--- config.mk ---
export PLATFORM = sky130hd
export DESIGN_NAME = hsa_status_regs
export DESIGN_NICKNAME = d
export VERILOG_FILES = /design/src/hdl/hsa_pkg.sv /design/src/hdl/hsa_link_if.sv /design/src/hdl/hsa_meter.sv /design/src/hdl/hsa_nvm.sv /design/src/hdl/hsa_status_regs.sv
export SDC_FILE = /design/constraint.sdc
export NUM_CORES = 1
export LEC_CHECK = 0
export BUFFER_PORTS_ARGS = -buffer_cell sky130_fd_sc_hd__buf_2
export CORE_AREA = 2 2 146 148
export CTS_CLUSTER_DIAMETER = 60
export DETAILED_ROUTE_END_ITERATION = 7
export DIE_AREA = 0 0 148 150
export PLACE_DENSITY_LB_ADDON = 0.25
export SLEW_MARGIN = 20
export SYNTH_ARGS = -nofsm -noshare
export SYNTH_HDL_FRONTEND = slang
export SYNTH_SLANG_ARGS = --single-unit
export TNS_END_PERCENT = 30
--- constraint.sdc ---
create_clock -name ref_clk -period 3 [get_ports ref_clk]
set_input_delay 0.3 -clock ref_clk [delete_from_list [all_inputs] [get_ports ref_clk]]
set_output_delay 0.3 -clock ref_clk [all_outputs]
set_load 0.05 [all_outputs]
--- src/hdl/hsa_pkg.sv ---
// Package: register map, field positions, reset values and timing
package hsa_pkg;
    // ****************************************
    // Register offsets
    // ****************************************
    localparam logic [7:0] ALARM_CTRL_OFS = 8'h1c;
    localparam logic [7:0] CONV_CTRL_OFS  = 8'h1d;
    localparam logic [7:0] FLAGS1_OFS     = 8'h1e;
    localparam logic [7:0] FLAGS2_OFS     = 8'h1f;
    localparam logic [7:0] NV_CTRL1_OFS   = 8'h20;
    localparam logic [7:0] NV_CTRL2_OFS   = 8'h21;

    // ****************************************
    // Field positions
    // ****************************************
    localparam int ALARM_RAISED_BIT = 7;
    localparam int ALARM_FORCE_BIT  = 6;
    localparam int REBOOT_BIT       = 7;
    localparam int METER_CLR_BIT    = 6;
    localparam int METER_FRZ_BIT    = 5;
    localparam int FLOG_EN_BIT      = 2;
    localparam int CONV_STOP_BIT    = 0;
    localparam int NV_FMASK_BIT     = 7;
    localparam int NV_ONPIN_BIT     = 3;

    // ****************************************
    // Reset values and widths
    // ****************************************
    localparam logic [7:0] NV_CTRL1_RST  = 8'hbb;
    localparam logic [7:0] NV_CTRL2_RST  = 8'h02;
    localparam logic [7:0] SAVED_LOG_RST = 8'h00;
    localparam int ENERGY_W = 48;
    localparam int CYCLE_W  = 32;
    localparam int SAMPLE_W = 16;
    localparam int CNT_W    = 28;

    // ****************************************
    // Timing
    // ****************************************
    localparam real CLK_HZ        = 50.0e6;
    localparam real REBOOT_TIME_S = 3.2;
    localparam int unsigned REBOOT_CYCLES_DFLT =
        int'($ceil(REBOOT_TIME_S * CLK_HZ));
    localparam int unsigned NV_WRITE_CYCLES_DFLT = 2000;

    // Reboot sequencer states
    typedef enum logic [1:0]
    {
        BOOT_RUN   = 2'b00,
        BOOT_OFF   = 2'b01,
        BOOT_START = 2'b11
    } hsa_boot_t;
endpackage

--- src/hdl/hsa_link_if.sv ---
// Interface: meter and nonvolatile write signals between modules
`timescale 1ns/1ps
interface hsa_link_if
    import hsa_pkg::*;
();
    logic                meterClear;
    logic                meterFreeze;
    logic                convDone;
    logic [SAMPLE_W-1:0] sample;
    logic [ENERGY_W-1:0] energy;
    logic [CYCLE_W-1:0]  cycles;
    logic                accWrap;
    logic                cycWrap;
    logic                nvReq;
    logic                nvReqLog;
    logic [7:0]          faultLog;
    logic [7:0]          alertLog;
    logic                nvBusy;
    logic [7:0]          savedFault;
    logic [7:0]          savedAlert;

    modport ctrl (output meterClear, meterFreeze, convDone, sample,
                  nvReq, nvReqLog, faultLog, alertLog,
                  input energy, cycles, accWrap, cycWrap,
                  nvBusy, savedFault, savedAlert);
    modport meter (input meterClear, meterFreeze, convDone, sample,
                   output energy, cycles, accWrap, cycWrap);
    modport nvm (input nvReq, nvReqLog, faultLog, alertLog,
                 output nvBusy, savedFault, savedAlert);
endinterface

--- src/hdl/hsa_meter.sv ---
// Energy accumulator and conversion cycle counter
`timescale 1ns/1ps
module hsa_meter
    import hsa_pkg::*;
(
    // Clock and reset
    input logic          ref_clk,
    input logic          reset_n,
    // Meter controls and results
    hsa_link_if.meter    link
);
    logic [ENERGY_W:0] eSum;
    logic [CYCLE_W:0]  cSum;

    // Sums with carry out for the wrap flags
    assign eSum = {1'b0, link.energy} + (ENERGY_W+1)'(link.sample);
    assign cSum = {1'b0, link.cycles} + (CYCLE_W+1)'(1);

    // Accumulate one sample per finished conversion
    always_ff @(posedge ref_clk)
    begin
        if (!reset_n || link.meterClear)
        begin
            link.energy  <= '0;
            link.cycles  <= '0;
            link.accWrap <= 1'b0;
            link.cycWrap <= 1'b0;
        end
        else if (link.convDone && !link.meterFreeze)
        begin
            link.energy  <= eSum[ENERGY_W-1:0];
            link.cycles  <= cSum[CYCLE_W-1:0];
            link.accWrap <= link.accWrap | eSum[ENERGY_W];
            link.cycWrap <= link.cycWrap | cSum[CYCLE_W];
        end
    end
endmodule

--- src/hdl/hsa_nvm.sv ---
// Nonvolatile write engine with busy timing and saved logs
`timescale 1ns/1ps
module hsa_nvm
    import hsa_pkg::*;
#(
    parameter int unsigned WRITE_CYCLES = NV_WRITE_CYCLES_DFLT
)
(
    // Clock and reset
    input logic          ref_clk,
    input logic          reset_n,
    // Write requests and results
    hsa_link_if.nvm      link
);
    logic             pend_q;
    logic             pendLog_q;
    logic             launch;
    logic [CNT_W-1:0] cnt_q;

    // A waiting request starts once the memory is free
    assign launch = pend_q && !link.nvBusy;

    // Pending requests, a new one wins over the launch clear
    always_ff @(posedge ref_clk)
    begin
        if (!reset_n)
        begin
            pend_q    <= 1'b0;
            pendLog_q <= 1'b0;
        end
        else
        begin
            pend_q    <= link.nvReq || (pend_q && !launch);
            pendLog_q <= link.nvReqLog || (pendLog_q && !launch);
        end
    end

    // Busy for the whole write time
    always_ff @(posedge ref_clk)
    begin
        if (!reset_n)
        begin
            link.nvBusy <= 1'b0;
            cnt_q       <= '0;
        end
        else if (launch)
        begin
            link.nvBusy <= 1'b1;
            cnt_q       <= CNT_W'(WRITE_CYCLES - 1);
        end
        else if (link.nvBusy)
        begin
            if (cnt_q == '0)
                link.nvBusy <= 1'b0;
            else
                cnt_q <= cnt_q - CNT_W'(1);
        end
    end

    // Log copies taken when a log write starts
    always_ff @(posedge ref_clk)
    begin
        if (!reset_n)
        begin
            link.savedFault <= SAVED_LOG_RST;
            link.savedAlert <= SAVED_LOG_RST;
        end
        else if (launch && pendLog_q)
        begin
            link.savedFault <= link.faultLog;
            link.savedAlert <= link.alertLog;
        end
    end
endmodule

--- src/hdl/hsa_status_regs.sv ---
// Alarm, converter control, status and boot default registers
`timescale 1ns/1ps
// Notes on behaviour
// - Any alert sets the alarm-raised flag
// - Flag stays until host writes zero
// - Host writing one sets the flag
// - Force-low bit pulls the alarm pin low
// - Reboot bit: off, reload defaults, restart later if the on-pin bit is set
// - Meter clear zeroes and holds both counters
// - Meter freeze stops both counters
// - Enabled fault rise saves both logs nonvolatile
// - Drive-low flag reads gate not above 8V
// - Rewriting stop bit runs one conversion
// - Status byte one reports switch and input state
// - Status byte two reports pin levels
// - Busy flag high during every nonvolatile write
// - Idle flag only when stopped in single-shot
// - Wrap flags report counter overflows
// - Fault mask default, restores saved fault log
// - Boot on-state default, shipped one
// - Boot retry default, shipped 011
// - Boot control byte one default bits 011
// - Boot control byte two default 0x02
// - Cycle counter counts accumulated conversions
module hsa_status_regs
    import hsa_pkg::*;
#(
    parameter int unsigned REBOOT_CYCLES   = REBOOT_CYCLES_DFLT,
    parameter int unsigned NV_WRITE_CYCLES = NV_WRITE_CYCLES_DFLT
)
(
    // Clock and reset
    input  logic                ref_clk,
    input  logic                reset_n,
    // Register port
    input  logic [7:0]          regAddr,
    input  logic [7:0]          regWrData,
    input  logic                regWrEn,
    input  logic                regRdEn,
    output logic [7:0]          regRdData,
    // Alarm pin, open drain
    input  logic                alarmPinLevel,
    output logic                alarmPinOut,
    output logic                alarmPinOe,
    // Alert events and logs
    input  logic                alertEvent,
    input  logic [7:0]          faultLog,
    input  logic [7:0]          convAlertLog,
    output logic                alarmRaised,
    // Switch and supply state
    input  logic                switchOnCmd,
    input  logic                switchFaultCooling,
    input  logic                switchShortDetected,
    input  logic                onPinLevel,
    input  logic                outputPowerGood,
    input  logic                overcurrentCooling,
    input  logic                inputUnderThreshold,
    input  logic                inputOverThreshold,
    input  logic                gateAboveDrive,
    input  logic                auxPin3Level,
    input  logic                auxPin2Level,
    input  logic                auxPin1Level,
    // Converter
    input  logic                convDone,
    input  logic [SAMPLE_W-1:0] powerSample,
    output logic                convRun,
    output logic                convTrigger,
    // Reboot and boot defaults
    output logic                switchOff,
    output logic                restartReq,
    output logic                bootLoad,
    output logic [7:0]          bootDefault1,
    output logic [7:0]          bootDefault2,
    output logic                faultLogRestore,
    output logic [7:0]          restoreValue,
    output logic [7:0]          savedAlertLog,
    // Meter values
    output logic [ENERGY_W-1:0] energyValue,
    output logic [CYCLE_W-1:0]  cycleCount
);
    // ****************************************
    // Declarations
    // ****************************************
    hsa_link_if link ();

    logic             wrAlarm;
    logic             wrConv;
    logic             wrNv;
    logic             rebootStart;
    logic             shotTrigger;
    logic             logSave;
    logic             convIdle;
    logic             switchDriveLowFlag;
    logic             alarmRaised_q;
    logic             alarmForce_q;
    logic             alarmPinOut_q;
    logic             meterClr_q;
    logic             meterFrz_q;
    logic             faultLogEn_q;
    logic             convStop_q;
    logic             shotPend_q;
    logic             convRun_q;
    logic             convTrigger_q;
    logic [7:0]       faultPrev_q;
    logic [7:0]       nvCtrl1_q;
    logic [7:0]       nvCtrl2_q;
    hsa_boot_t        bootState_q;
    hsa_boot_t        bootState_d;
    logic [CNT_W-1:0] bootCnt_q;
    logic             switchOff_q;
    logic             restartReq_q;
    logic             bootLoad_q;
    logic [7:0]       bootDefault1_q;
    logic [7:0]       bootDefault2_q;
    logic             faultLogRestore_q;
    logic [7:0]       restoreValue_q;
    logic [7:0]       rdMux;
    logic [7:0]       regRdData_q;

    // ****************************************
    // Register port decode
    // ****************************************
    // Status bytes have no write strobe at all
    assign wrAlarm = regWrEn && (regAddr == ALARM_CTRL_OFS);
    assign wrConv  = regWrEn && (regAddr == CONV_CTRL_OFS);
    assign wrNv    = regWrEn && !link.nvBusy
                     && ((regAddr == NV_CTRL1_OFS)
                     || (regAddr == NV_CTRL2_OFS));

    // Reboot only starts from normal running
    assign rebootStart = wrConv && regWrData[REBOOT_BIT]
                         && (bootState_q == BOOT_RUN);
    // Another stop-bit write while stopped asks for one conversion
    assign shotTrigger = wrConv && !rebootStart
                         && regWrData[CONV_STOP_BIT] && convStop_q;
    // Any fault bit going high while logging is on
    assign logSave = faultLogEn_q && |(faultLog & ~faultPrev_q);
    // Gate drive low unless above the drive level
    assign switchDriveLowFlag = !gateAboveDrive;
    // Idle only when stopped and no single conversion waits
    assign convIdle = convStop_q && !shotPend_q;

    // ****************************************
    // Alarm control
    // ****************************************
    // Raised flag: an alert wins over a clearing write
    always_ff @(posedge ref_clk)
    begin
        if (!reset_n)
            alarmRaised_q <= 1'b0;
        else if (alertEvent)
            alarmRaised_q <= 1'b1;
        else if (wrAlarm)
            alarmRaised_q <= regWrData[ALARM_RAISED_BIT];
    end

    // Pin pull-down; reloaded to off by a reboot
    always_ff @(posedge ref_clk)
    begin
        if (!reset_n || rebootStart)
            alarmForce_q <= 1'b0;
        else if (wrAlarm)
            alarmForce_q <= regWrData[ALARM_FORCE_BIT];
    end

    // Driven level of the open-drain pin is always low
    always_ff @(posedge ref_clk)
    begin
        alarmPinOut_q <= 1'b0;
    end

    // ****************************************
    // Converter and meter control
    // ****************************************
    // Writable fields; a reboot reloads their defaults
    always_ff @(posedge ref_clk)
    begin
        if (!reset_n || rebootStart)
        begin
            meterClr_q   <= 1'b0;
            meterFrz_q   <= 1'b0;
            faultLogEn_q <= 1'b0;
            convStop_q   <= 1'b0;
        end
        else if (wrConv)
        begin
            meterClr_q   <= regWrData[METER_CLR_BIT];
            meterFrz_q   <= regWrData[METER_FRZ_BIT];
            faultLogEn_q <= regWrData[FLOG_EN_BIT];
            convStop_q   <= regWrData[CONV_STOP_BIT];
        end
    end

    // Single conversion pending; a new trigger wins over done
    always_ff @(posedge ref_clk)
    begin
        if (!reset_n || !convStop_q)
            shotPend_q <= 1'b0;
        else if (shotTrigger)
            shotPend_q <= 1'b1;
        else if (convDone)
            shotPend_q <= 1'b0;
    end

    // Converter run level and single conversion pulse
    always_ff @(posedge ref_clk)
    begin
        if (!reset_n)
        begin
            convRun_q     <= 1'b0;
            convTrigger_q <= 1'b0;
        end
        else
        begin
            convRun_q     <= !convStop_q || shotPend_q;
            convTrigger_q <= shotTrigger;
        end
    end

    // ****************************************
    // Fault logging and nonvolatile control
    // ****************************************
    // Previous fault bits for rise detection
    always_ff @(posedge ref_clk)
    begin
        if (!reset_n)
            faultPrev_q <= 8'h00;
        else
            faultPrev_q <= faultLog;
    end

    // Boot default bytes; writes refused while memory busy
    always_ff @(posedge ref_clk)
    begin
        if (!reset_n)
        begin
            nvCtrl1_q <= NV_CTRL1_RST;
            nvCtrl2_q <= NV_CTRL2_RST;
        end
        else if (wrNv && (regAddr == NV_CTRL1_OFS))
            nvCtrl1_q <= regWrData;
        else if (wrNv)
            nvCtrl2_q <= regWrData;
    end

    // Requests to the nonvolatile write engine
    assign link.nvReq    = wrNv || logSave;
    assign link.nvReqLog = logSave;
    assign link.faultLog = faultLog;
    assign link.alertLog = convAlertLog;

    hsa_nvm #(
        .WRITE_CYCLES (NV_WRITE_CYCLES)
    ) nvmInst (
        .ref_clk (ref_clk),
        .reset_n (reset_n),
        .link    (link.nvm)
    );

    // ****************************************
    // Energy meter
    // ****************************************
    assign link.meterClear  = meterClr_q;
    assign link.meterFreeze = meterFrz_q;
    assign link.convDone    = convDone;
    assign link.sample      = powerSample;

    hsa_meter meterInst (
        .ref_clk (ref_clk),
        .reset_n (reset_n),
        .link    (link.meter)
    );

    // ****************************************
    // Reboot sequencer
    // ****************************************
    // Run, switched off for the delay, then one boot cycle
    always_comb
    begin
        bootState_d = bootState_q;
        unique case (bootState_q)
            BOOT_RUN:
                if (rebootStart)
                    bootState_d = BOOT_OFF;
            BOOT_OFF:
                if (bootCnt_q == '0)
                    bootState_d = BOOT_START;
            BOOT_START:
                bootState_d = BOOT_RUN;
            default:
                bootState_d = BOOT_START;
        endcase
    end

    // Power-up runs the boot cycle too
    always_ff @(posedge ref_clk)
    begin
        if (!reset_n)
            bootState_q <= BOOT_START;
        else
            bootState_q <= bootState_d;
    end

    // Off-time counter
    always_ff @(posedge ref_clk)
    begin
        if (!reset_n)
            bootCnt_q <= '0;
        else if (rebootStart)
            bootCnt_q <= CNT_W'(REBOOT_CYCLES - 1);
        else if (bootCnt_q != '0)
            bootCnt_q <= bootCnt_q - CNT_W'(1);
    end

    // Boot outputs, restart only when on-pin mode is chosen
    always_ff @(posedge ref_clk)
    begin
        if (!reset_n)
        begin
            switchOff_q       <= 1'b0;
            restartReq_q      <= 1'b0;
            bootLoad_q        <= 1'b0;
            faultLogRestore_q <= 1'b0;
            restoreValue_q    <= 8'h00;
        end
        else
        begin
            switchOff_q  <= (bootState_d == BOOT_OFF);
            restartReq_q <= (bootState_q == BOOT_START)
                            && nvCtrl1_q[NV_ONPIN_BIT];
            bootLoad_q   <= (bootState_q == BOOT_START);
            faultLogRestore_q <= (bootState_q == BOOT_START)
                                 && nvCtrl1_q[NV_FMASK_BIT];
            restoreValue_q <= link.savedFault;
        end
    end

    // Boot default copies for the live control bytes
    always_ff @(posedge ref_clk)
    begin
        if (!reset_n)
        begin
            bootDefault1_q <= NV_CTRL1_RST;
            bootDefault2_q <= NV_CTRL2_RST;
        end
        else
        begin
            bootDefault1_q <= nvCtrl1_q;
            bootDefault2_q <= nvCtrl2_q;
        end
    end

    // ****************************************
    // Read path
    // ****************************************
    // Read mux; reserved bits and unmapped offsets read zero
    always_comb
    begin
        rdMux = 8'h00;
        unique case (regAddr)
            ALARM_CTRL_OFS:
                rdMux = {alarmRaised_q, alarmForce_q, 6'h00};
            CONV_CTRL_OFS:
                rdMux = {bootState_q == BOOT_OFF, meterClr_q, meterFrz_q,
                         2'b00, faultLogEn_q, switchDriveLowFlag,
                         convStop_q};
            FLAGS1_OFS:
                rdMux = {switchOnCmd, switchFaultCooling,
                         switchShortDetected, onPinLevel,
                         outputPowerGood, overcurrentCooling,
                         inputUnderThreshold,
                         inputOverThreshold};
            FLAGS2_OFS:
                rdMux = {auxPin3Level, auxPin2Level, auxPin1Level,
                         alarmPinLevel, link.nvBusy, convIdle,
                         link.cycWrap, link.accWrap};
            NV_CTRL1_OFS:
                rdMux = nvCtrl1_q;
            NV_CTRL2_OFS:
                rdMux = nvCtrl2_q;
            default:
                rdMux = 8'h00;
        endcase
    end

    // Read data held until the next read
    always_ff @(posedge ref_clk)
    begin
        if (!reset_n)
            regRdData_q <= 8'h00;
        else if (regRdEn)
            regRdData_q <= rdMux;
    end

    // ****************************************
    // Outputs
    // ****************************************
    assign regRdData       = regRdData_q;
    assign alarmPinOut     = alarmPinOut_q;
    assign alarmPinOe      = alarmForce_q;
    assign alarmRaised     = alarmRaised_q;
    assign convRun         = convRun_q;
    assign convTrigger     = convTrigger_q;
    assign switchOff       = switchOff_q;
    assign restartReq      = restartReq_q;
    assign bootLoad        = bootLoad_q;
    assign bootDefault1    = bootDefault1_q;
    assign bootDefault2    = bootDefault2_q;
    assign faultLogRestore = faultLogRestore_q;
    assign restoreValue    = restoreValue_q;
    assign savedAlertLog   = link.savedAlert;
    assign energyValue     = link.energy;
    assign cycleCount      = link.cycles;
endmodule

Word level (Yosys, flattened, before mapping)

Index checks and enable logic that the tools add are counted.

$add $sub $neg: 4
Multiply operators: 0
Div/mod/pow operators: 0
$lt $le $gt $ge: 0
Equality and inequality tests: 10
Shift-type cells: 0
Mux-type cells: 16
Bitwise logic cells: 7
Reduce and logical (&&, ||, !) cells: 49

Operators by type and width:

| kind                                                                  | number |
|---|---|
| 28-bit logical NOT                                                    | 2 |
| 28-bit 2-to-1 mux                                                     | 2 |
| 28-bit by 1-bit subtractor with 28-bit output, second input constant  | 2 |
| 48-bit by 16-bit adder with 49-bit output                             | 1 |
| 8-bit one-hot mux with 6 select lines                                 | 1 |
| 32-bit by 1-bit adder with 33-bit output, second input constant       | 1 |
| 11-bit 2-to-1 mux                                                     | 3 |
| 8-bit by 5-bit equality test with 1-bit output, second input constant | 4 |
| 28-bit nonzero test                                                   | 1 |
| 1-bit logical AND                                                     | 19 |
| 8-bit by 6-bit equality test with 1-bit output, second input constant | 2 |
| 8-bit bitwise AND                                                     | 1 |
| 1-bit logical NOT                                                     | 8 |
| 1-bit logical OR                                                      | 8 |
| 8-bit inverter                                                        | 1 |
| 2-bit nonzero test                                                    | 4 |
| 8-bit OR reduction                                                    | 1 |
| 1-bit 2-to-1 mux                                                      | 7 |
| 2-bit one-hot mux with 3 select lines                                 | 1 |
| 2-bit AND reduction                                                   | 3 |
| 2-bit by 1-bit equality test with 1-bit output, second input constant | 2 |
| 2-bit 2-to-1 mux                                                      | 2 |
| 2-bit OR reduction                                                    | 2 |
| 1-bit inverter                                                        | 3 |
| 4 further kinds                                                       | 5 |

Bits in registers: 228
Latch bits: 0
Bits in writable memories: 0
ROM bits: 0
Logic and storage cells: 120
Memories: 0

Logic depth before layout (Yosys ltp)

Gate-level depths: netlist of run 1.

Word-level depth: 9
Depth in mapped cells: 10
Mapped depth without buffers: 10

Modules after synthesis

From an unflattened synthesis of run 1, not the netlist that was laid out.

Cells, all modules: 1252
Area total of the unflattened synthesis: 10695.3 um^2

By module, submodules not included:

| module          | times used | cells an instance | area an instance (um^2) | sequential area each (um^2) |
|---|---|---|---|---|
| hsa_meter       | 1          | 555               | 4475.5                  | 1641.6 |
| hsa_status_regs | 1          | 449               | 4093.9                  | 1981.9 |
| hsa_nvm         | 1          | 248               | 2125.8                  | 940.9 |

Worst setup path after synthesis of run 1

No wires, ideal clock.

Path type: reg-to-reg
From: register meterInst.link.energy[0]
To: register meterInst.link.energy[26]
Arrival: 2839 ps
Data required time: 2940 ps
Path slack: 101 ps
Stages on the path, launching flop included: 11
Buffers on the path: 0
Period minus slack after synthesis: 2899 ps
Cells stage by stage: dfxtp_1 ha_1 inv_1 fa_1 nor2b_1 o2111ai_1 a211oi_1 o21bai_1 a31o_2 or4_1 nand2_1

Cells in the longest elaborated chain, start to end: 1

Ends and longest elaborated chain:

| element                                   | RTL line          | source |
|---|---|---|
| start, declared                           | hsa_link_if.sv:27 | `output energy, cycles, accWrap, cycWrap);` |
| start signal, assigned                    | hsa_meter.sv:31   | `link.energy <= eSum[ENERGY_W-1:0];` |
| 48-bit by 16-bit adder with 49-bit output | hsa_meter.sv:16   | `assign eSum = {1'b0, link.energy} + (ENERGY_W+1)'(link.sample);` |

No other way between the ends.
A chain may end at the register's enable or synchronous reset.

Final worst setup path of run 1

Same ends and word-level chain as after synthesis.

==> results of run 1 <==
==> sequential cells by signal (all words and copies together), names as in the netlist, 2 cells and up <==
name and flops:
meterInst.link.energy 48, meterInst.link.cycles 32, regRdData 8, faultPrev_q 8
nvmInst.cnt_q 28, nvmInst.link.savedFault 8, nvmInst.link.savedAlert 8, restoreValue 8
bootState_q 2, nvCtrl1_q 8, bootDefault1 8, nvCtrl2_q 8
bootCnt_q 28, bootDefault2 8
==> per-layer routing <==
layer | share of wire [%] | global-route usage (%) | wire length [um]
met1 | 45 | 28.51 | 11270
met2 | 46 | 36.48 | 11690
met3 | 6.3 | 5.244 | 1587
met4 | 2.5 | 6.143 | 621
met5 | 0 | 0 | 0
==> cell type report <==
cell class | count | area share (%)
clock inverters | 15 | 1.454
inverters | 27 | 0.8292
well taps | 275 | 2.815
clock buffers | 29 | 5.231
multi-input cells | 898 | 43.29
repair buffers | 211 | 9.030
flip-flops and latches | 228 | 37.35
==> synth_stat cells, drive strengths merged (6+ instances only) <==
cell / count
nor2: 143
a21oi: 105
nor3: 34
clkbuf: 40
a211oi: 12
nand3: 40
nand2: 152
or4: 10
nand4: 19
dfxtp: 228
or3: 26
mux2i: 9
o211ai: 7
or2: 10
mux2: 6
o21ai: 37
nand2b: 17
xor2: 52
nor4: 22
nor2b: 12
a21o: 10
and3: 19
xnor2: 44
ha: 20
and2: 25
inv: 27
o2111ai: 6
==> worst reg2reg max path, stage by stage (launching register included) <==
cell       delay (ns)
dfxtp_1          0.36
ha_1             0.17
inv_1            0.05
fa_1             0.37
nor2b_1          0.22
o2111ai_1        0.19
a211oi_2         0.31
o21bai_1         0.14
a31o_2           0.31
or4_1            0.47
nand2_1          0.07
==> power breakdown <==
part | total [W] | internal, W | leakage, nW | switching, W
clock | 0.00304 | 0.00179 | 0.399 | 0.00124
sequential | 0.00343 | 0.00324 | 1.85 | 0.000194
combinational | 0.00187 | 0.000751 | 2.98 | 0.00112
==> logic make-up after synthesis <==
kind of cell	share of synthesized area [%]
compound gates	13.87
xor+xnor	8.308
fa+ha+maj	2.670
buf+inv	2.720
flops	45.10
mux	1.558
other cells	0.03705
simple gates	25.74
==> timing repair <==
action | CTS | global route
setup endpoints to repair | 0 | 4
hold buffers | 2 | 0
hold endpoints to repair | 2 | 0
setup buffers | 0 | 0
resized for setup | 0 | 1
==> stage by stage <==
step                worst slack, ns  power (W)  cells  utilization, %
floorplan                    0.1008   0.004961   1198               -
global placement             0.2414   0.005306   1637           55.00
detailed placement           0.2067   0.005352   1637           55.00
CTS                          0.2242   0.008406   1683           59.05
global route                0.04586   0.008758   1683           59.07
finish                       0.2711   0.008342   1683           59.07
==> final timing paths <==
check / slack (ns) / cells past startpoint / to / startpoint
setup / recovery: 0.27 / 10 / meterInst.link.energy[26] / meterInst.link.energy[0]
hold / removal: 0.01 / 3 / nvCtrl2_q[1] / regWrData[1]
setup reg to reg: 0.27 / 10 / meterInst.link.energy[26] / meterInst.link.energy[0]
hold reg to reg: 0.45 / 1 / restoreValue[6] / nvmInst.link.savedFault[6]
==> reports/qor.yml, run 1 <==
grt_max_degree: 56
critPathLaunchType: "flip-flop"
clockRootBuffer: "clkbuf_16"
post-dp-hpwl_mm: 18.15
cts_tree: "built"
worst_hold_path_type: "in -> reg"
relSlewSlack_pct: 50.41
grt_pass1_wl_mm: 41.20
synth-seq-cells: 228
final_hold_viol_count: 0
fp.dieH_um: 150
end_kind: "flip-flop"
grt_pass1_vias: 8420
ys_warn_count: 0
crit_buf_inv: 1
period_share_pct: 90.96
final-seq-area_mm2: 0.004564
critPathSlowestCell: "or4_1"
ant_nets: 0
multi_input_area_mm2: 0.005291
io_pins: 196
path_cells: "ha_1 -> inv_1 -> fa_1 -> nor2b_1 -> o2111ai_1 -> a211oi_2 -> o21bai_1 -> a31o_2 -> or4_1 -> nand2_1"
coreArea_mm2: 0.02069
syn_to_final_growth_pct: 20.76
crit_type: "reg -> reg"
max_freq_mhz: 366.4
postSynth.asyncResetShare_pct: 0
ir_worst_vdd_v: 0.0004410
nFillCells: 1865
route.detailed.drc: 0
final_common_cell: "dfxtp_1"
cts_buffers: 24
power_density_mw_per_mm2: 682.5
overflow: 0
synth_cells: 1198
fin_crit_ns: 2.729
synth_sequential_area_ratio_pct: 45.10
nets: 1478
fin_hold_ws_ns: 0.01368
final_area_mm2: 0.01222
worstPathMaxFanout: 8
avgSynthCellArea_um2: 8.448
setup_violations: 0
synth.net_count: 1286
clk_path_buf_depth: 3
antenna_found_initial: 0
portBuffers: 194
rows: 53
status: "finished, final reports clean"
wl_per_cell_um: 14.95
insertedDiodeCount: 0
clock-sinks: 228
p_leak_nw: 5.226
start_util_pct: 48.92
vias: 9075
slowest_delay_ns: 0.47
rsz0062_at_grt: "no"
dr.pass1.iters: 5
dominantRegCellSynth: "dfxtp_1"
place_area_mm2: 0.01138
dieWidth_um: 148
drt_iter0_markers: 428
gp_congestion: 0.8776
tns_ns: 0
syn-cell-area_mm2: 0.01012
synth_area_leaders: "dfxtp_1 (45%), nand2_1 (5.6%), nor2_1 (5.3%)"
clk_pin_slew_worst_paths_ns: 0.06
synth_top_cell_by_area: "dfxtp_1"
die_area_mm2: 0.02220
crit_family: "compound AO/OA/AOI/OAI gates"
synth_top_area_share_pct: 45.10
maxCapViolCount: 0
fin_skew_ns: 0.01867
viasPerCell: 5.392
arrival_ns: 3.19
synth_edf_count: 0
slew_viol_final: 0
track_usage_pct: 21.93
worst_slew_pin_slew_ns: 0.7438
htreeDepth: 1
required_ns: 3.46
clock_latency_ns: 0.52
final_cell_mix: "dfxtp_1 (228), buf_2 (194), nand2_1 (152), nor2_1 (143), a21oi_1 (105)"
drt_wl_total_mm: 25.17
ys_types: 61
drive_gt1_share_pct: 19.60
Note: power is estimated with default switching activity, not from simulation.
==> run 2: changes to the inputs <==
--- a/config.mk
+++ b/config.mk
@@ -5,11 +5,11 @@
 export SDC_FILE = /design/constraint.sdc
 export NUM_CORES = 1
 export LEC_CHECK = 0
-export BUFFER_PORTS_ARGS = -buffer_cell sky130_fd_sc_hd__buf_2
 export CORE_AREA = 2 2 146 148
 export CTS_CLUSTER_DIAMETER = 60
 export DETAILED_ROUTE_END_ITERATION = 7
 export DIE_AREA = 0 0 148 150
+export DONT_BUFFER_PORTS = 1
 export PLACE_DENSITY_LB_ADDON = 0.25
 export SLEW_MARGIN = 20
 export SYNTH_ARGS = -nofsm -noshare
==> constraint.sdc (replaced) <==
create_clock -name ref_clk -period 3 [get_ports ref_clk]
set_input_delay 0.6 -clock ref_clk [delete_from_list [all_inputs] [get_ports ref_clk]]
set_output_delay 0.6 -clock ref_clk [all_outputs]
set_load 0.05 [all_outputs]
==> reports/qor.yml, run 2 (synthesized netlist as in run 1, its figures left out) <==
p_leak_nw: 4.650  # -11%
grt_max_degree: 51  # -8.9%
period_share_pct: 93.49  # +2.5 points
power_density_mw_per_mm2: 728.0  # +6.7%
post-dp-hpwl_mm: 17.97  # -0.95%
overflow: 0  # unchanged
syn_to_final_growth_pct: 16.52
clk_path_buf_depth: 3  # unchanged
arrival_ns: 3.20  # about the same
portBuffers: 0  # -100%
viasPerCell: 5.599  # +3.8%
final_hold_viol_count: 0  # unchanged
tns_ns: 0  # unchanged
fin_skew_ns: 0.01705  # -0.001624 ns
wl_per_cell_um: 16.37  # +9.5%
worst_hold_path_type: "in -> reg"
final_cell_mix: "dfxtp_1 (228), nand2_1 (152), nor2_1 (143), a21oi_1 (105), buf_4 (76)"
clk_pin_slew_worst_paths_ns: 0.06  # about the same
insertedDiodeCount: 0  # unchanged
largestRegisters: "meterInst.link.energy: 48 flops, meterInst.link.cycles: 32 flops"
track_usage_pct: 22.40  # +0.47 points
ant_nets: 0  # unchanged
critPathLaunchType: "flip-flop"
rsz0062_at_grt: "no"
grt_pass1_wl_mm: 41.60  # +0.97%
post-cts-setup-buffers: 0  # unchanged
maxCapViolCount: 0  # unchanged
grt_pass1_vias: 8279  # -1.7%
cts_buffers: 27  # +13%
drt_iter0_markers: 535  # +25%
fin_hold_ws_ns: 0.1501  # +0.1364 ns
gp_congestion: 0.8461  # -3.6%
drt_wl_total_mm: 25.39  # +0.87%
setup_violations: 0  # unchanged
io_pins: 196  # unchanged
ir_worst_vdd_v: 0.0006161  # +40%
status: "finished, final reports clean"
crit_type: "reg -> reg"
dr.pass1.iters: 6  # +1
cts_tree: "built"
fp.dieH_um: 150  # unchanged
nets: 1346  # -8.9%
end_kind: "flip-flop"
clockRootBuffer: "clkbuf_16"
route.detailed.drc: 0  # unchanged
start_util_pct: 48.92  # unchanged
clock-sinks: 228  # unchanged
clock_latency_ns: 0.54  # +0.02 ns
worstPathMaxFanout: 7  # -1
slew_viol_final: 0  # unchanged
htreeDepth: 1  # unchanged
max_freq_mhz: 356.6  # -2.7%
coreArea_mm2: 0.02069  # unchanged
dieWidth_um: 148  # unchanged
largest_register_ffs: 48  # unchanged
relSlewSlack_pct: 50.89  # +0.47 points
final_common_cell: "dfxtp_1"
regMostFlops: "meterInst.link.energy"
drive_gt1_share_pct: 11.44  # -8.2 points
rows: 53  # unchanged
fin_crit_ns: 2.805  # +0.07573 ns
antenna_found_initial: 0  # unchanged
die_area_mm2: 0.02220  # unchanged
required_ns: 3.40  # -0.06 ns
worst_slew_pin_slew_ns: 0.7357  # -0.008126 ns
vias: 8684  # -4.3%
==> run 2: cell types whose count changed in the layout (fill, tap and decap cells not counted), sizes merged <==
| cell | delta |
|---|---|
| buf | -133 |
| clkinv | -7 |
| clkbuf | +6 |
| inv | +4 |
| dlygate4sd3 | -2 |
==> run 2: metrics by stage <==
| step | power (W) | std cells | cell area [um^2] | setup WS, ns | utilization (%) |
|---|---|---|---|---|---|
| finish | 0.008585 | 1551 | 11790 | 0.1954 | 57.00 |
| global route | 0.009008 | 1551 | 11790 | 0.02960 | 57.00 |
| CTS | 0.008642 | 1551 | 11780 | 0.1863 | 56.95 |
| detailed placement | 0.005285 | 1504 | 10870 | -0.1070 | 52.52 |
| global placement | 0.005256 | 1504 | 10870 | -0.06420 | 52.52 |
| floorplan | 0.004961 | 1198 | 10120 | 0.1008 | - |
==> run 2: critical path: stages (launching register included) <==
cell and delay, ns:
dfxtp_1 0.33, ha_1 0.17, inv_1 0.05, fa_1 0.38
nor2b_1 0.26, o2111ai_1 0.20, a211oi_2 0.28, buf_4 0.15
o21bai_1 0.08, a31o_2 0.29, o311ai_0 0.34, o41ai_1 0.13
==> run 2: routing by layer <==
| metal | part of all wire [%] | vias up | wire length [um] | GRT usage, % |
|---|---|---|---|---|
| met3 | 8.3 | 51 | 2113 | 6.646 |
| met2 | 46 | 258 | 11680 | 36.48 |
| li1 | - | 4309 | - | - |
| met4 | 2.6 | 0 | 672 | 7.571 |
| met5 | 0 | - | 0 | 0 |
| met1 | 43 | 4066 | 10920 | 28.45 |
==> run 2: repair_timing <==
| action | in CTS | in global routing |
|---|---|---|
| setup endpoints to repair | 0 | 2 |
| resized for setup | 0 | 1 |
| hold buffers | 0 | 0 |
==> run 2: layout make-up <==
| type | instances | area [um^2] |
|---|---|---|
| Timing Repair Buffer | 76 | 570.5 |
| Inverter | 27 | 101.3 |
| Multi-Input combinational cell | 898 | 5296 |
| Fill cell | 1937 | 8897 |
| Clock inverter | 12 | 170.2 |
| Sequential cell | 228 | 4564 |
| Clock buffer | 35 | 745.7 |
| Tap cell | 275 | 344.1 |
==> run 2: worst paths after layout <==
kind / from / to / slack (ns) / depth (start not counted)
min: reset_n / nvCtrl1_q[5] / 0.15 / 1
min reg2reg: nvmInst.link.savedFault[4] / restoreValue[4] / 0.45 / 1
max: meterInst.link.energy[0] / meterInst.link.energy[42] / 0.20 / 11
max reg2reg: meterInst.link.energy[0] / meterInst.link.energy[42] / 0.20 / 11
==> run 2: where the power goes <==
part	leakage, nW	internal, W	switching, W
clock	0.445	0.00203	0.00132
combinational	2.36	0.000734	0.00104
sequential	1.85	0.00324	0.000223
==> run 3: changes to the inputs <==
--- a/config.mk
+++ b/config.mk
@@ -5,10 +5,10 @@
 export SDC_FILE = /design/constraint.sdc
 export NUM_CORES = 1
 export LEC_CHECK = 0
-export CORE_AREA = 2 2 146 148
+export CORE_AREA = 8 8 152 154
 export CTS_CLUSTER_DIAMETER = 60
 export DETAILED_ROUTE_END_ITERATION = 7
-export DIE_AREA = 0 0 148 150
+export DIE_AREA = 0 0 160 162
 export DONT_BUFFER_PORTS = 1
 export PLACE_DENSITY_LB_ADDON = 0.25
 export SLEW_MARGIN = 20
==> reports/qor.yml, run 3 (synthesized netlist as in run 1, its figures left out) <==
syn_to_final_growth_pct: 16.58  # about the same
io_pins: 196  # unchanged
worst_slew_pin_slew_ns: 0.7539  # +0.01819 ns
ant_nets: 0  # unchanged
critPathLaunchType: "flip-flop"
coreArea_mm2: 0.02069  # unchanged
p_seq_share_pct: 39.9  # -0.5 points
multi_input_area_mm2: 0.005296  # unchanged
setup_violations: 0  # unchanged
track_usage_pct: 19.62  # -2.8 points
clk_pin_slew_worst_paths_ns: 0.06  # about the same
grt_pass1_wl_mm: 42.97  # +3.3%
dieWidth_um: 160  # +8.1%
final_cell_mix: "dfxtp_1 (228), nand2_1 (152), nor2_1 (143), a21oi_1 (105), buf_4 (71)"
largest_register_ffs: 48  # unchanged
clock-sinks: 228  # unchanged
final_area_mm2: 0.01180  # about the same
drt_wl_total_mm: 26.56  # +4.6%
drt_iter0_markers: 544  # +1.7%
largestRegisters: "meterInst.link.energy: 48 flops, meterInst.link.cycles: 32 flops"
clockRootBuffer: "clkbuf_16"
cts_buffers: 27  # unchanged
start_util_pct: 48.92  # unchanged
grt_pass1_vias: 8304  # +0.30%
grt_max_degree: 66  # +29%
insertedDiodeCount: 0  # unchanged
ir_worst_vdd_v: 0.0005433  # -12%
final_common_cell: "dfxtp_1"
arrival_ns: 3.16  # -0.04 ns
tns_ns: 0  # unchanged
p_switching_w: 0.002564  # -0.75%
power_density_mw_per_mm2: 735.6  # +1.1%
combPwrFrac_pct: 20.4  # -0.2 points
worstPathMaxFanout: 8  # +1
fin_crit_ns: 2.763  # -0.04157 ns
viasPerCell: 5.551  # -0.86%
final_hold_viol_count: 0  # unchanged
post-dp-hpwl_mm: 19.22  # +6.9%
overflow: 0  # unchanged
p_leak_nw: 4.653  # about the same
rows: 53  # unchanged
final-seq-area_mm2: 0.004564  # unchanged
maxCapViolCount: 0  # unchanged
slew_viol_final: 0  # unchanged
fin_skew_ns: 0.01085  # -0.006199 ns
period_share_pct: 92.10  # -1.4 points
clock_latency_ns: 0.52  # -0.02 ns
r2r_slack_ns: 0.24  # +0.04 ns
relSlewSlack_pct: 49.47  # -1.4 points
swShare_pct: 29.54  # -0.55 points
max_freq_mhz: 361.9  # +1.5%
wl_per_cell_um: 17.15  # +4.8%
cts_tree: "built"
fin_total_pwr_w: 0.008680  # +1.1%
route.detailed.drc: 0  # unchanged
status: "finished, final reports clean"
nFillCells: 1895  # -2.2%
crit_type: "reg -> reg"
vias: 8593  # -1.0%
regMostFlops: "meterInst.link.energy"
drive_gt1_share_pct: 11.55  # +0.11 points
fp.dieH_um: 162  # +8.0%
worst_hold_path_type: "in -> reg"
gp_congestion: 0.8799  # +4.0%
antenna_found_initial: 0  # unchanged
nets: 1341  # -0.37%
p_int_w: 0.006116  # +1.9%
dr.pass1.iters: 5  # -1
portBuffers: 0  # unchanged
clk_path_buf_depth: 3  # unchanged
die_area_mm2: 0.02592  # +17%
pwr-share-clk_pct: 39.7  # +0.7 points
place_ws_ns: -0.08694  # +0.02002 ns
setup_slack_ns: 0.2370  # +0.04158 ns
rsz0062_at_grt: "no"
place_area_mm2: 0.01083  # -0.35%
end_kind: "flip-flop"
required_ns: 3.39  # about the same
htreeDepth: 1  # unchanged
-- run 3: cell count changes in the layout (fill, tap and decap cells not counted), sizes merged --
cell	previous run	this run
clkinv	2	7
bufinv	3	4
inv	32	29
buf	76	71
clkbuf	35	33
clkinvlp	2	3
-- run 3: per-layer routing --
layer	GRT usage [%]	routed length (um)
met5	0	0
met4	5.607	680
met3	6.530	2255
met2	32.92	12380
met1	23.58	11240
-- run 3: final timing paths --
path,from,end,cells after the start
worst max-delay path,meterInst.link.energy[0],meterInst.link.energy[42],10
worst min-delay path,reset_n,bootDefault1[5],1
worst max register to register,meterInst.link.energy[0],meterInst.link.energy[42],10
worst min register to register,nvmInst.link.savedFault[6],restoreValue[6],1
-- run 3: per-stage QoR --
step,cells,hold WS [ns],util [%]
floorplan,1198,0.4242,-
global placement,1499,0.4303,52.34
detailed placement,1499,0.4342,52.34
CTS,1548,0.1464,56.98
global route,1548,0.1432,57.03
finish,1548,0.1647,57.03
-- run 3: worst max-delay path, cell delays in order (launching register included) --
cell	delay, ns
dfxtp_1	0.34
ha_1	0.17
inv_1	0.05
fa_1	0.37
nor2b_1	0.23
o2111ai_1	0.18
a211oi_2	0.36
o21bai_1	0.14
a31o_2	0.30
o311ai_0	0.37
o41ai_1	0.13
-- run 3: what timing repair did --
| action | CTS | global route |
|---|---|---|
| gates resized for setup | 0 | 1 |
| hold buffers | 0 | 0 |
| buffers inserted | 0 | 0 |
| endpoints found under the setup margin | 0 | 6 |
-- run 3: cell type report --
class / count / area share, %
inverters: 27 / 0.8590
clock inverters: 16 / 1.707
well taps: 275 / 2.916
flip-flops and latches: 228 / 38.69
multi-input cells: 898 / 44.89
repair buffers: 71 / 4.518
clock buffers: 33 / 6.426
-- run 3: power groups by stage --
stage                     clock network [W]  registers [W]  logic, W
after floorplan                           0        0.00361   0.00135
after detailed placement                  0        0.00353   0.00176
after global placement                    0        0.00352   0.00173
after global routing                0.00363        0.00349   0.00198
final                               0.00344        0.00346   0.00177
after CTS                           0.00350        0.00347   0.00178
